--- src/inc/sysio_pkg.sv ---
package sysio_pkg;

  // Bus geometry
  localparam int ADDR_W = 12;
  localparam int DATA_W = 32;

  // Line counts of the three parallel I/O ports
  localparam int PORT_A_W = 32;
  localparam int PORT_B_W = 15;
  localparam int PORT_C_W = 32;

  // Port register windows, one 64-byte block per port
  localparam logic [1:0] PORT_A_SEL = 2'h0;
  localparam logic [1:0] PORT_B_SEL = 2'h1;
  localparam logic [1:0] PORT_C_SEL = 2'h2;

  // Register index inside a port window (byte offset is index times four)
  localparam logic [3:0] IDX_OUT = 4'h0;
  localparam logic [3:0] IDX_OE = 4'h1;
  localparam logic [3:0] IDX_PERIPH = 4'h2;
  localparam logic [3:0] IDX_PULL_UP = 4'h3;
  localparam logic [3:0] IDX_PULL_DOWN = 4'h4;
  localparam logic [3:0] IDX_SCHMITT = 4'h5;
  localparam logic [3:0] IDX_MULTI = 4'h6;
  localparam logic [3:0] IDX_GLITCH = 4'h7;
  localparam logic [3:0] IDX_DEBOUNCE = 4'h8;
  localparam logic [3:0] IDX_CHG_IRQ = 4'h9;
  localparam logic [3:0] IDX_LEVEL = 4'hA;
  localparam int CFG_COUNT = 10;

  // System registers
  localparam logic [ADDR_W-1:0] SYSIO_SEL_OFFSET = 12'h100;
  localparam logic [ADDR_W-1:0] SYS_STATUS_OFFSET = 12'h104;

  // Select bit positions of the shared system pins
  localparam int SEL_ERASE_BIT = 12;
  localparam int SEL_TCK_BIT = 7;
  localparam int SEL_TMS_BIT = 6;
  localparam int SEL_TDO_BIT = 5;
  localparam logic [DATA_W-1:0] SYSIO_SEL_MASK = 32'h000010E0;
  localparam logic [DATA_W-1:0] SYSIO_SEL_RESET = 32'h00000000;

  // Status bit positions
  localparam int STAT_ERASE_BIT = 0;
  localparam int STAT_BACKUP_BIT = 1;

  // Values after reset of port configuration words
  localparam logic [DATA_W-1:0] CFG_RESET_ONES = 32'hFFFFFFFF;
  localparam logic [DATA_W-1:0] CFG_RESET_ZERO = 32'h00000000;

  // Configuration of one port, lines above the port width read zero
  typedef struct packed {
    logic [31:0] chg_irq;
    logic [31:0] debounce;
    logic [31:0] glitch;
    logic [31:0] multi;
    logic [31:0] schmitt;
    logic [31:0] pull_down;
    logic [31:0] pull_up;
    logic [31:0] periph;
    logic [31:0] oe;
    logic [31:0] out;
  } pad_cfg_t;

  // Drive bundle toward the pads of one port
  typedef struct packed {
    logic [31:0] chg_irq;
    logic [31:0] debounce;
    logic [31:0] glitch;
    logic [31:0] schmitt;
    logic [31:0] pull_down;
    logic [31:0] pull_up;
    logic [31:0] oe;
    logic [31:0] out;
  } pad_drive_t;

  // Override that a system function places on a port
  typedef struct packed {
    logic [31:0] own;
    logic [31:0] out;
    logic [31:0] oe;
    logic [31:0] pull_down;
  } sys_ovr_t;

endpackage

--- src/core/io_port_bank.sv ---
module io_port_bank #(
  parameter int WIDTH = 32
) (
  input wire logic clk,
  input wire logic rstn,
  input wire logic wr_en,
  input wire logic [3:0] idx,
  input wire logic [31:0] wdata,
  input wire logic [WIDTH-1:0] level,
  output sysio_pkg::pad_cfg_t cfg,
  output logic [31:0] rdata
);

  // Per-line option words, one entry per register index below IDX_LEVEL
  logic [WIDTH-1:0] cfg_q [sysio_pkg::CFG_COUNT];
  // Read view widened to the bus
  logic [31:0] word [sysio_pkg::CFG_COUNT];

  // Widen each word, upper lines read zero
  for (genvar i = 0; i < sysio_pkg::CFG_COUNT; i++) begin : g_word
    assign word[i] = 32'(cfg_q[i]);
  end

  // Pull-up and Schmitt come up enabled, everything else off
  always_ff @(posedge clk or negedge rstn) begin
    if (!rstn) begin
      for (int i = 0; i < sysio_pkg::CFG_COUNT; i++) begin
        cfg_q[i] <= sysio_pkg::CFG_RESET_ZERO[WIDTH-1:0];
      end
      cfg_q[sysio_pkg::IDX_PULL_UP] <= sysio_pkg::CFG_RESET_ONES[WIDTH-1:0];
      cfg_q[sysio_pkg::IDX_SCHMITT] <= sysio_pkg::CFG_RESET_ONES[WIDTH-1:0];
    end else if (wr_en && idx < 4'(sysio_pkg::CFG_COUNT)) begin
      // Each option word programmable line by line
      cfg_q[idx] <= wdata[WIDTH-1:0];
    end
  end

  // Option bundle toward the pad mux
  assign cfg.out = word[sysio_pkg::IDX_OUT];
  assign cfg.oe = word[sysio_pkg::IDX_OE];
  assign cfg.periph = word[sysio_pkg::IDX_PERIPH];
  assign cfg.pull_up = word[sysio_pkg::IDX_PULL_UP];
  assign cfg.pull_down = word[sysio_pkg::IDX_PULL_DOWN];
  assign cfg.schmitt = word[sysio_pkg::IDX_SCHMITT];
  assign cfg.multi = word[sysio_pkg::IDX_MULTI];
  assign cfg.glitch = word[sysio_pkg::IDX_GLITCH];
  assign cfg.debounce = word[sysio_pkg::IDX_DEBOUNCE];
  assign cfg.chg_irq = word[sysio_pkg::IDX_CHG_IRQ];

  // Read selection, line levels at the last index, zero beyond
  assign rdata = (idx < 4'(sysio_pkg::CFG_COUNT)) ? word[idx] :
                 (idx == sysio_pkg::IDX_LEVEL) ? 32'(level) :
                 32'h00000000;

endmodule

--- src/core/system_io_line_select.sv ---
// Contract
// - Shared pins switch between system and I/O
// - After reset system functions are selected
// - Bit 12 picks erase input or line twelve
// - Bits 7,6,5 pick debug functions or lines
// - Pad options programmable per line
// - Line driven directly or by its peripheral
// - Line state held in backup, reset input pull-up
// - Erase input active high, pull-down at reset
// - Port lines reset with pull-up and Schmitt; port B line twelve here comes up with pull-down and Schmitt, no pull-up
// - Debug pin pad options apply in both modes
//
// Local design decisions: the register addresses and the plain strobed port.
module system_io_line_select (
  input wire logic clk,
  input wire logic rstn,
  input wire logic [11:0] addr,
  input wire logic [31:0] wdata,
  input wire logic wr,
  input wire logic rd,
  output logic [31:0] rdata,
  input wire logic backup_mode,
  input wire logic [31:0] port_a_in,
  input wire logic [14:0] port_b_in,
  input wire logic [31:0] port_c_in,
  input wire logic [31:0] periph_a_out,
  input wire logic [31:0] periph_a_oe,
  input wire logic [14:0] periph_b_out,
  input wire logic [14:0] periph_b_oe,
  input wire logic [31:0] periph_c_out,
  input wire logic [31:0] periph_c_oe,
  input wire logic dbg_tdo_out,
  input wire logic dbg_tdo_oe,
  input wire logic dbg_swdio_out,
  input wire logic dbg_swdio_oe,
  output sysio_pkg::pad_drive_t port_a_pad,
  output sysio_pkg::pad_drive_t port_b_pad,
  output sysio_pkg::pad_drive_t port_c_pad,
  output logic [31:0] port_a_level,
  output logic [14:0] port_b_level,
  output logic [31:0] port_c_level,
  output logic flash_erase_cmd,
  output logic dbg_tck,
  output logic dbg_tms_in
);

  // Two-stage synchronisers for the pad inputs
  logic [31:0] a_meta_q;
  logic [31:0] a_sync_q;
  logic [14:0] b_meta_q;
  logic [14:0] b_sync_q;
  logic [31:0] c_meta_q;
  logic [31:0] c_sync_q;
  // System select bits
  logic [31:0] sysio_q;
  // Registered outputs
  logic [31:0] rdata_q;
  sysio_pkg::pad_drive_t pad_a_q;
  sysio_pkg::pad_drive_t pad_b_q;
  sysio_pkg::pad_drive_t pad_c_q;
  logic erase_q;
  logic tck_q;
  logic tms_q;

  // Address decode
  wire port_hit = (addr[11:8] == 4'h0);
  wire [1:0] port_sel = addr[7:6];
  wire [3:0] reg_idx = addr[5:2];
  wire sysio_hit = (addr == sysio_pkg::SYSIO_SEL_OFFSET);
  wire status_hit = (addr == sysio_pkg::SYS_STATUS_OFFSET);
  // Writes are ignored while the line state is frozen in backup
  wire wr_ok = wr && !backup_mode;
  wire wr_a = wr_ok && port_hit && (port_sel == sysio_pkg::PORT_A_SEL);
  wire wr_b = wr_ok && port_hit && (port_sel == sysio_pkg::PORT_B_SEL);
  wire wr_c = wr_ok && port_hit && (port_sel == sysio_pkg::PORT_C_SEL);
  wire wr_sysio = wr_ok && sysio_hit;

  // Per-line select: zero keeps the system function
  wire erase_sys = !sysio_q[sysio_pkg::SEL_ERASE_BIT];
  wire tck_sys = !sysio_q[sysio_pkg::SEL_TCK_BIT];
  wire tms_sys = !sysio_q[sysio_pkg::SEL_TMS_BIT];
  wire tdo_sys = !sysio_q[sysio_pkg::SEL_TDO_BIT];

  // Option bundles and read words from the port banks
  sysio_pkg::pad_cfg_t cfg_a;
  sysio_pkg::pad_cfg_t cfg_b;
  sysio_pkg::pad_cfg_t cfg_c;
  logic [31:0] rd_a;
  logic [31:0] rd_b;
  logic [31:0] rd_c;

  // Port A configuration
  io_port_bank #(.WIDTH(sysio_pkg::PORT_A_W)) u_bank_a (
    .clk(clk),
    .rstn(rstn),
    .wr_en(wr_a),
    .idx(reg_idx),
    .wdata(wdata),
    .level(a_sync_q),
    .cfg(cfg_a),
    .rdata(rd_a)
  );

  // Port B configuration
  io_port_bank #(.WIDTH(sysio_pkg::PORT_B_W)) u_bank_b (
    .clk(clk),
    .rstn(rstn),
    .wr_en(wr_b),
    .idx(reg_idx),
    .wdata(wdata),
    .level(b_sync_q),
    .cfg(cfg_b),
    .rdata(rd_b)
  );

  // Port C configuration
  io_port_bank #(.WIDTH(sysio_pkg::PORT_C_W)) u_bank_c (
    .clk(clk),
    .rstn(rstn),
    .wr_en(wr_c),
    .idx(reg_idx),
    .wdata(wdata),
    .level(c_sync_q),
    .cfg(cfg_c),
    .rdata(rd_c)
  );

  // System override on port B; ports A and C carry none
  sysio_pkg::sys_ovr_t ovr_b;
  sysio_pkg::sys_ovr_t ovr_none;
  assign ovr_none = '0;
  assign ovr_b.own = {19'h00000, erase_sys, 4'h0, tck_sys, tms_sys, tdo_sys, 5'h00};
  assign ovr_b.out = {25'h0000000, dbg_swdio_out, dbg_tdo_out, 5'h00};
  // Erase and test clock are inputs; data lines follow the debug logic
  assign ovr_b.oe = {24'h000000, 1'b0, tms_sys && dbg_swdio_oe,
                     tdo_sys && dbg_tdo_oe, 5'h00};
  // Erase input keeps its pull-down while it is selected
  assign ovr_b.pull_down = {19'h00000, erase_sys, 12'h000};

  // Builds the pad drive of one port from options, peripheral and override
  function automatic sysio_pkg::pad_drive_t pad_mux(
    input sysio_pkg::pad_cfg_t cfg,
    input logic [31:0] p_out,
    input logic [31:0] p_oe,
    input sysio_pkg::sys_ovr_t ovr
  );
    sysio_pkg::pad_drive_t d;
    logic [31:0] src_out;
    logic [31:0] src_oe;
    // Peripheral or direct control per line
    src_out = (cfg.periph & p_out) | (~cfg.periph & cfg.out);
    src_oe = (cfg.periph & p_oe) | (~cfg.periph & cfg.oe);
    // Multi-drive lines only pull low
    d.out = src_out & ~cfg.multi;
    d.oe = src_oe & ~(cfg.multi & src_out);
    // System function takes the driver of its line
    d.out = (ovr.own & ovr.out) | (~ovr.own & d.out);
    d.oe = (ovr.own & ovr.oe) | (~ovr.own & d.oe);
    // Pad options stay in force in either mode, but the selected erase line is forced to pull-down and Schmitt, no pull-up
    d.pull_down = cfg.pull_down | ovr.pull_down;
    d.pull_up = cfg.pull_up & ~ovr.pull_down;
    d.schmitt = cfg.schmitt | ovr.pull_down;
    d.glitch = cfg.glitch;
    d.debounce = cfg.debounce;
    d.chg_irq = cfg.chg_irq;
    return d;
  endfunction

  // Next pad drives
  sysio_pkg::pad_drive_t pad_a_d;
  sysio_pkg::pad_drive_t pad_b_d;
  sysio_pkg::pad_drive_t pad_c_d;
  assign pad_a_d = pad_mux(cfg_a, periph_a_out, periph_a_oe, ovr_none);
  assign pad_b_d = pad_mux(cfg_b, {17'h00000, periph_b_out},
                           {17'h00000, periph_b_oe}, ovr_b);
  assign pad_c_d = pad_mux(cfg_c, periph_c_out, periph_c_oe, ovr_none);

  // Read data selection
  wire [31:0] status_word = {30'h00000000, backup_mode, erase_q};
  wire [31:0] rdata_d = !rd ? 32'h00000000 :
                        (port_hit && port_sel == sysio_pkg::PORT_A_SEL) ? rd_a :
                        (port_hit && port_sel == sysio_pkg::PORT_B_SEL) ? rd_b :
                        (port_hit && port_sel == sysio_pkg::PORT_C_SEL) ? rd_c :
                        sysio_hit ? sysio_q :
                        status_hit ? status_word :
                        32'h00000000;

  // Pad input synchronisers
  always_ff @(posedge clk or negedge rstn) begin
    if (!rstn) begin
      a_meta_q <= 32'h00000000;
      a_sync_q <= 32'h00000000;
      b_meta_q <= 15'h0000;
      b_sync_q <= 15'h0000;
      c_meta_q <= 32'h00000000;
      c_sync_q <= 32'h00000000;
    end else begin
      a_meta_q <= port_a_in;
      a_sync_q <= a_meta_q;
      b_meta_q <= port_b_in;
      b_sync_q <= b_meta_q;
      c_meta_q <= port_c_in;
      c_sync_q <= c_meta_q;
    end
  end

  // Select register, all system functions after reset
  always_ff @(posedge clk or negedge rstn) begin
    if (!rstn) begin
      sysio_q <= sysio_pkg::SYSIO_SEL_RESET;
    end else if (wr_sysio) begin
      sysio_q <= wdata & sysio_pkg::SYSIO_SEL_MASK;
    end
  end

  // Read data stands one cycle after the strobe
  always_ff @(posedge clk or negedge rstn) begin
    if (!rstn) begin
      rdata_q <= 32'h00000000;
    end else begin
      rdata_q <= rdata_d;
    end
  end

  // Pad drives, frozen while in backup
  always_ff @(posedge clk or negedge rstn) begin
    if (!rstn) begin
      pad_a_q <= '0;
      pad_b_q <= '0;
      pad_c_q <= '0;
    end else if (!backup_mode) begin
      pad_a_q <= pad_a_d;
      pad_b_q <= pad_b_d;
      pad_c_q <= pad_c_d;
    end
  end

  // System function inputs, quiet while the line is in I/O use
  always_ff @(posedge clk or negedge rstn) begin
    if (!rstn) begin
      erase_q <= 1'b0;
      tck_q <= 1'b0;
      tms_q <= 1'b0;
    end else begin
      // Erase request, active high; outside keeps it low at startup
      erase_q <= erase_sys && b_sync_q[sysio_pkg::SEL_ERASE_BIT];
      tck_q <= tck_sys && b_sync_q[sysio_pkg::SEL_TCK_BIT];
      tms_q <= tms_sys && b_sync_q[sysio_pkg::SEL_TMS_BIT];
    end
  end

  // Output connections
  assign rdata = rdata_q;
  assign port_a_pad = pad_a_q;
  assign port_b_pad = pad_b_q;
  assign port_c_pad = pad_c_q;
  assign port_a_level = a_sync_q;
  assign port_b_level = b_sync_q;
  assign port_c_level = c_sync_q;
  assign flash_erase_cmd = erase_q;
  assign dbg_tck = tck_q;
  assign dbg_tms_in = tms_q;

endmodule

--- config.mk ---
export PLATFORM = sky130hd
export DESIGN_NAME = system_io_line_select
export DESIGN_NICKNAME = d
export VERILOG_FILES = /design/src/inc/sysio_pkg.sv /design/src/core/io_port_bank.sv /design/src/core/system_io_line_select.sv
export SDC_FILE = /design/constraint.sdc
export NUM_CORES = 2
export LEC_CHECK = 0
export BUFFER_PORTS_ARGS = -buffer_cell sky130_fd_sc_hd__buf_2
export CAP_MARGIN = 20
export CORE_AREA = 3 3 456 458
export DETAILED_ROUTE_END_ITERATION = 8
export DIE_AREA = 0 0 459 461
export GPL_TIMING_DRIVEN = 0
export PLACE_DENSITY = 0.63
export SYNTH_ARGS = -nofsm -noshare
export SYNTH_HDL_FRONTEND = slang
export SYNTH_SLANG_ARGS = --single-unit
--- constraint.sdc ---
create_clock -name clk -period 3.6 [get_ports clk]
set_clock_uncertainty 0.2 [all_clocks]
set_input_delay 0.54 -clock clk [delete_from_list [all_inputs] [get_ports clk]]
set_output_delay 0.54 -clock clk [all_outputs]
set_load 0.05 [all_outputs]
==> impl_metrics.toml <==
[run_status]
outcome = "finished with violations"
violations = "setup timing"

[global_routing]
antenna_found_initial = 86
grt_max_degree = 156
grt-ovfl-total = 0
track_usage_pct = 32.3
grt_pass1_wl_um = 458000
grt_pass1_vias = 50700

[detailed_routing]
drtIter0Drc = 4990
vias = 50900
ant_nets = 0
via_per_inst = 5.46
drt_pass1_iterations = 7
routed_wl_um = 350000
drc_errors = 0
wl_per_cell_um = 37.5

[hold_path]
hold_path_depth = 4
hold_path.class = "input port to flip-flop"
hold_start = "periph_c_oe[27]"
min_to = "port_c_pad[59]"

[sta]
finalSetupViolations = 41
period_minus_slack_ps = 3720
whs_ps = 20.1
tightest_slew_ps = 1240
fin_setup_tns_ps = -2200
fin_ws_ps = -121
final-hold-violation-count = 0
rsz0062_at_grt = "yes"
slew_violations = 0
period_share_pct = 103
max_freq_mhz = 269
max_slew_margin_pct = 17.1

[clocking]
cts.htree.levels = 4
cts_buffer_depth = 3
clkTransAtPathRegs_ps = 60
cts_root_buf = "clkbuf_16"
clk_latency_ps = 860
cts_tree = "built"
cts.sinks = 1619
cts_buffers = 181

[pwr]
p_total_mw = 42.1
powerDensity_nw_per_um2 = 479
power_leakage_nw = 43.8
vdd_drop_max_mv = 0.524

[setup_path]
crit_arrival_ps = 4240
cp_max_fo = 10
r2r_slack_ps = 830
reg2reg_depth = 5
end_kind = "flip-flop"
reg2reg_from = "u_bank_a.cfg[100]"
critPathKind = "input port to flip-flop"
timing.rr.end = "rdata[4]"
worstPathRequired_ps = 4120
crit_path_start_kind = "input port"

[job]
cap_violations = 0

[final_layout]
instances_no_fill = 9327
nets = 6737
drive_above_1_share_pct = 48.8
area_growth_pct = 28.2
fillers = 18900

[synth]
synth_area_per_cell_um2 = 14.3
async_flop_share_pct = 100
synth-edff-count = 0
ys_seq_area_share_pct = 59.3
yosysWarnings = 0
synth_ff_type = "dfrtp_1"
yosys_register_bits = 1619
postSynthCellCount = 4808
synth_area_um2 = 68600
synth_cell_types = 59

[placed_design]
gp_congestion = 0.945
dp_slack_ps = -1810
hpwl_um = 273000
portBuffers = 1002
dp_cells = 8690

[die]
rows = 166
die_w_um = 459
start_util_pct = 33.6
die_h_um = 461
die_area_um2 = 212000
core_area_um2 = 204000
ios = 1172
metal layers:
metal	up-vias	part of all wire, %	track usage (%)
li1	20500	-	-
met1	26900	37	38.0
met2	2811	48	53.5
met3	714	7.3	6.89
met4	14	7.6	21.1
met5	-	0.027	0
through the flow:
step	util, %	area (um2)
after floorplan	-	69100
after global placement	37.9	77500
after detailed placement	38.5	78600
after CTS	43.0	87800
after global routing	43.0	88000
final	43.1	88000
flip-flops by register name (all words and copies together) (netlist names):
| name | count |
|---|---|
| c_meta_q | 32 |
| port_b_level | 15 |
| dbg_tms_in | 1 |
| dbg_tck | 1 |
| b_meta_q | 15 |
| port_c_pad | 256 |
| port_a_level | 32 |
| port_c_level | 32 |
| u_bank_c.cfg | 320 |
| rdata | 32 |
| port_b_pad | 120 |
| a_meta_q | 32 |
| u_bank_b.cfg | 150 |
| sysio_q | 4 |
| flash_erase_cmd | 1 |
| port_a_pad | 256 |
| u_bank_a.cfg | 320 |
synthesized netlist by cell type (all sizes together) (9+ instances only):
master / count / area share [%]
nand3: 105 / 0.77
a211oi: 18 / 0.20
o31ai: 76 / 0.83
a21oi: 60 / 0.44
nand2: 409 / 2.2
mux2: 1340 / 22
a221o: 9 / 0.13
mux2i: 176 / 2.6
nor2b: 9 / 0.082
mux4: 137 / 4.5
a22oi: 47 / 0.51
a31oi: 11 / 0.10
a2bb2oi: 13 / 0.17
a221oi: 20 / 0.26
clkbuf: 234 / 1.3
o21ai: 129 / 0.94
inv: 15 / 0.082
a32oi: 14 / 0.18
nor3: 10 / 0.073
dfrtp: 1461 / 53
nand2b: 14 / 0.13
dfstp: 158 / 6.0
o2bb2ai: 9 / 0.11
nor2: 32 / 0.19
buf: 237 / 2.2
power breakdown:
part	switching (mW)	internal [mW]	leakage, nW	total [mW]
clock network	8.17	11.8	3.12	19.9
registers	0.192	18.4	21.6	18.6
logic	2.60	0.974	19.1	3.58
worst max-delay path, stage by stage:
cell,delay (ps)
clkbuf_1,310
nor2b_1,460
nand2_1,330
nor3_1,620
nand3_1,810
clkbuf_1,670
mux2_2,450
final cells by class:
class | instances | area, um2 | share of cell area, %
sequential | 1619 | 40700 | 46.3
multi-input combinational | 2837 | 26100 | 29.6
timing repair buffer | 1321 | 8820 | 10.0
clock buffer | 272 | 5390 | 6.12
tap | 2688 | 3360 | 3.82
buffer | 471 | 2460 | 2.80
clock inverter | 66 | 1030 | 1.17
antenna | 37 | 92.6 | 0.105
inverter | 16 | 60.1 | 0.0682
logic make-up after synthesis:
family / after synthesis / share of synthesized area, %
other: 1 / 0.00546
and+or+nand+nor: 604 / 3.75
muxes: 1653 / 29.0
DFF: 1619 / 59.3
AOI/OAI and AO/OA: 444 / 4.34
buffers and inverters: 487 / 3.54
worst max path at each step:
stage | startpoint | end | slack [ps] | cells past startpoint
after floorplan | addr[11] | u_bank_b.cfg[292] | 730 | 5
after global placement | rstn | b_meta_q[5] | -34160 | 1
after detailed placement | addr[2] | rdata[10] | -1810 | 9
after CTS | addr[3] | rdata[16] | 7 | 8
after global routing | backup_mode | u_bank_c.cfg[80] | -90 | 7
final | backup_mode | u_bank_c.cfg[82] | -120 | 7
repair_timing:
| item | CTS | global route |
|---|---|---|
| resized for setup | 33 | 5 |
| setup buffers | 0 | 0 |
| gates cloned | 0 | 1 |
| endpoints found under the setup margin | 65 | 189 |
| pin swaps | 1 | 0 |
| hold buffers | 258 | 0 |
| endpoints found under the hold margin | 511 | 0 |
cell usage in the layout (no fill, tap or decap), types with 31 or more instances in the layout:
cell           instances
o31ai_1               76
nand2_1              409
mux2_2              1297
clkbuf_2              31
conb_1               136
mux4_2               137
dlygate4sd3_1        251
mux2i_1              175
clkbuf_16            186
dfrtp_1             1461
nand3_1              104
clkbuf_8              43
clkbuf_1             246
dfstp_2              158
buf_2               1073
diode_2               37
o21ai_0              128
mux2_1                43
a21oi_1               60
a22oi_1               47
buf_4                150
Note: power is estimated with default switching activity, not from simulation.
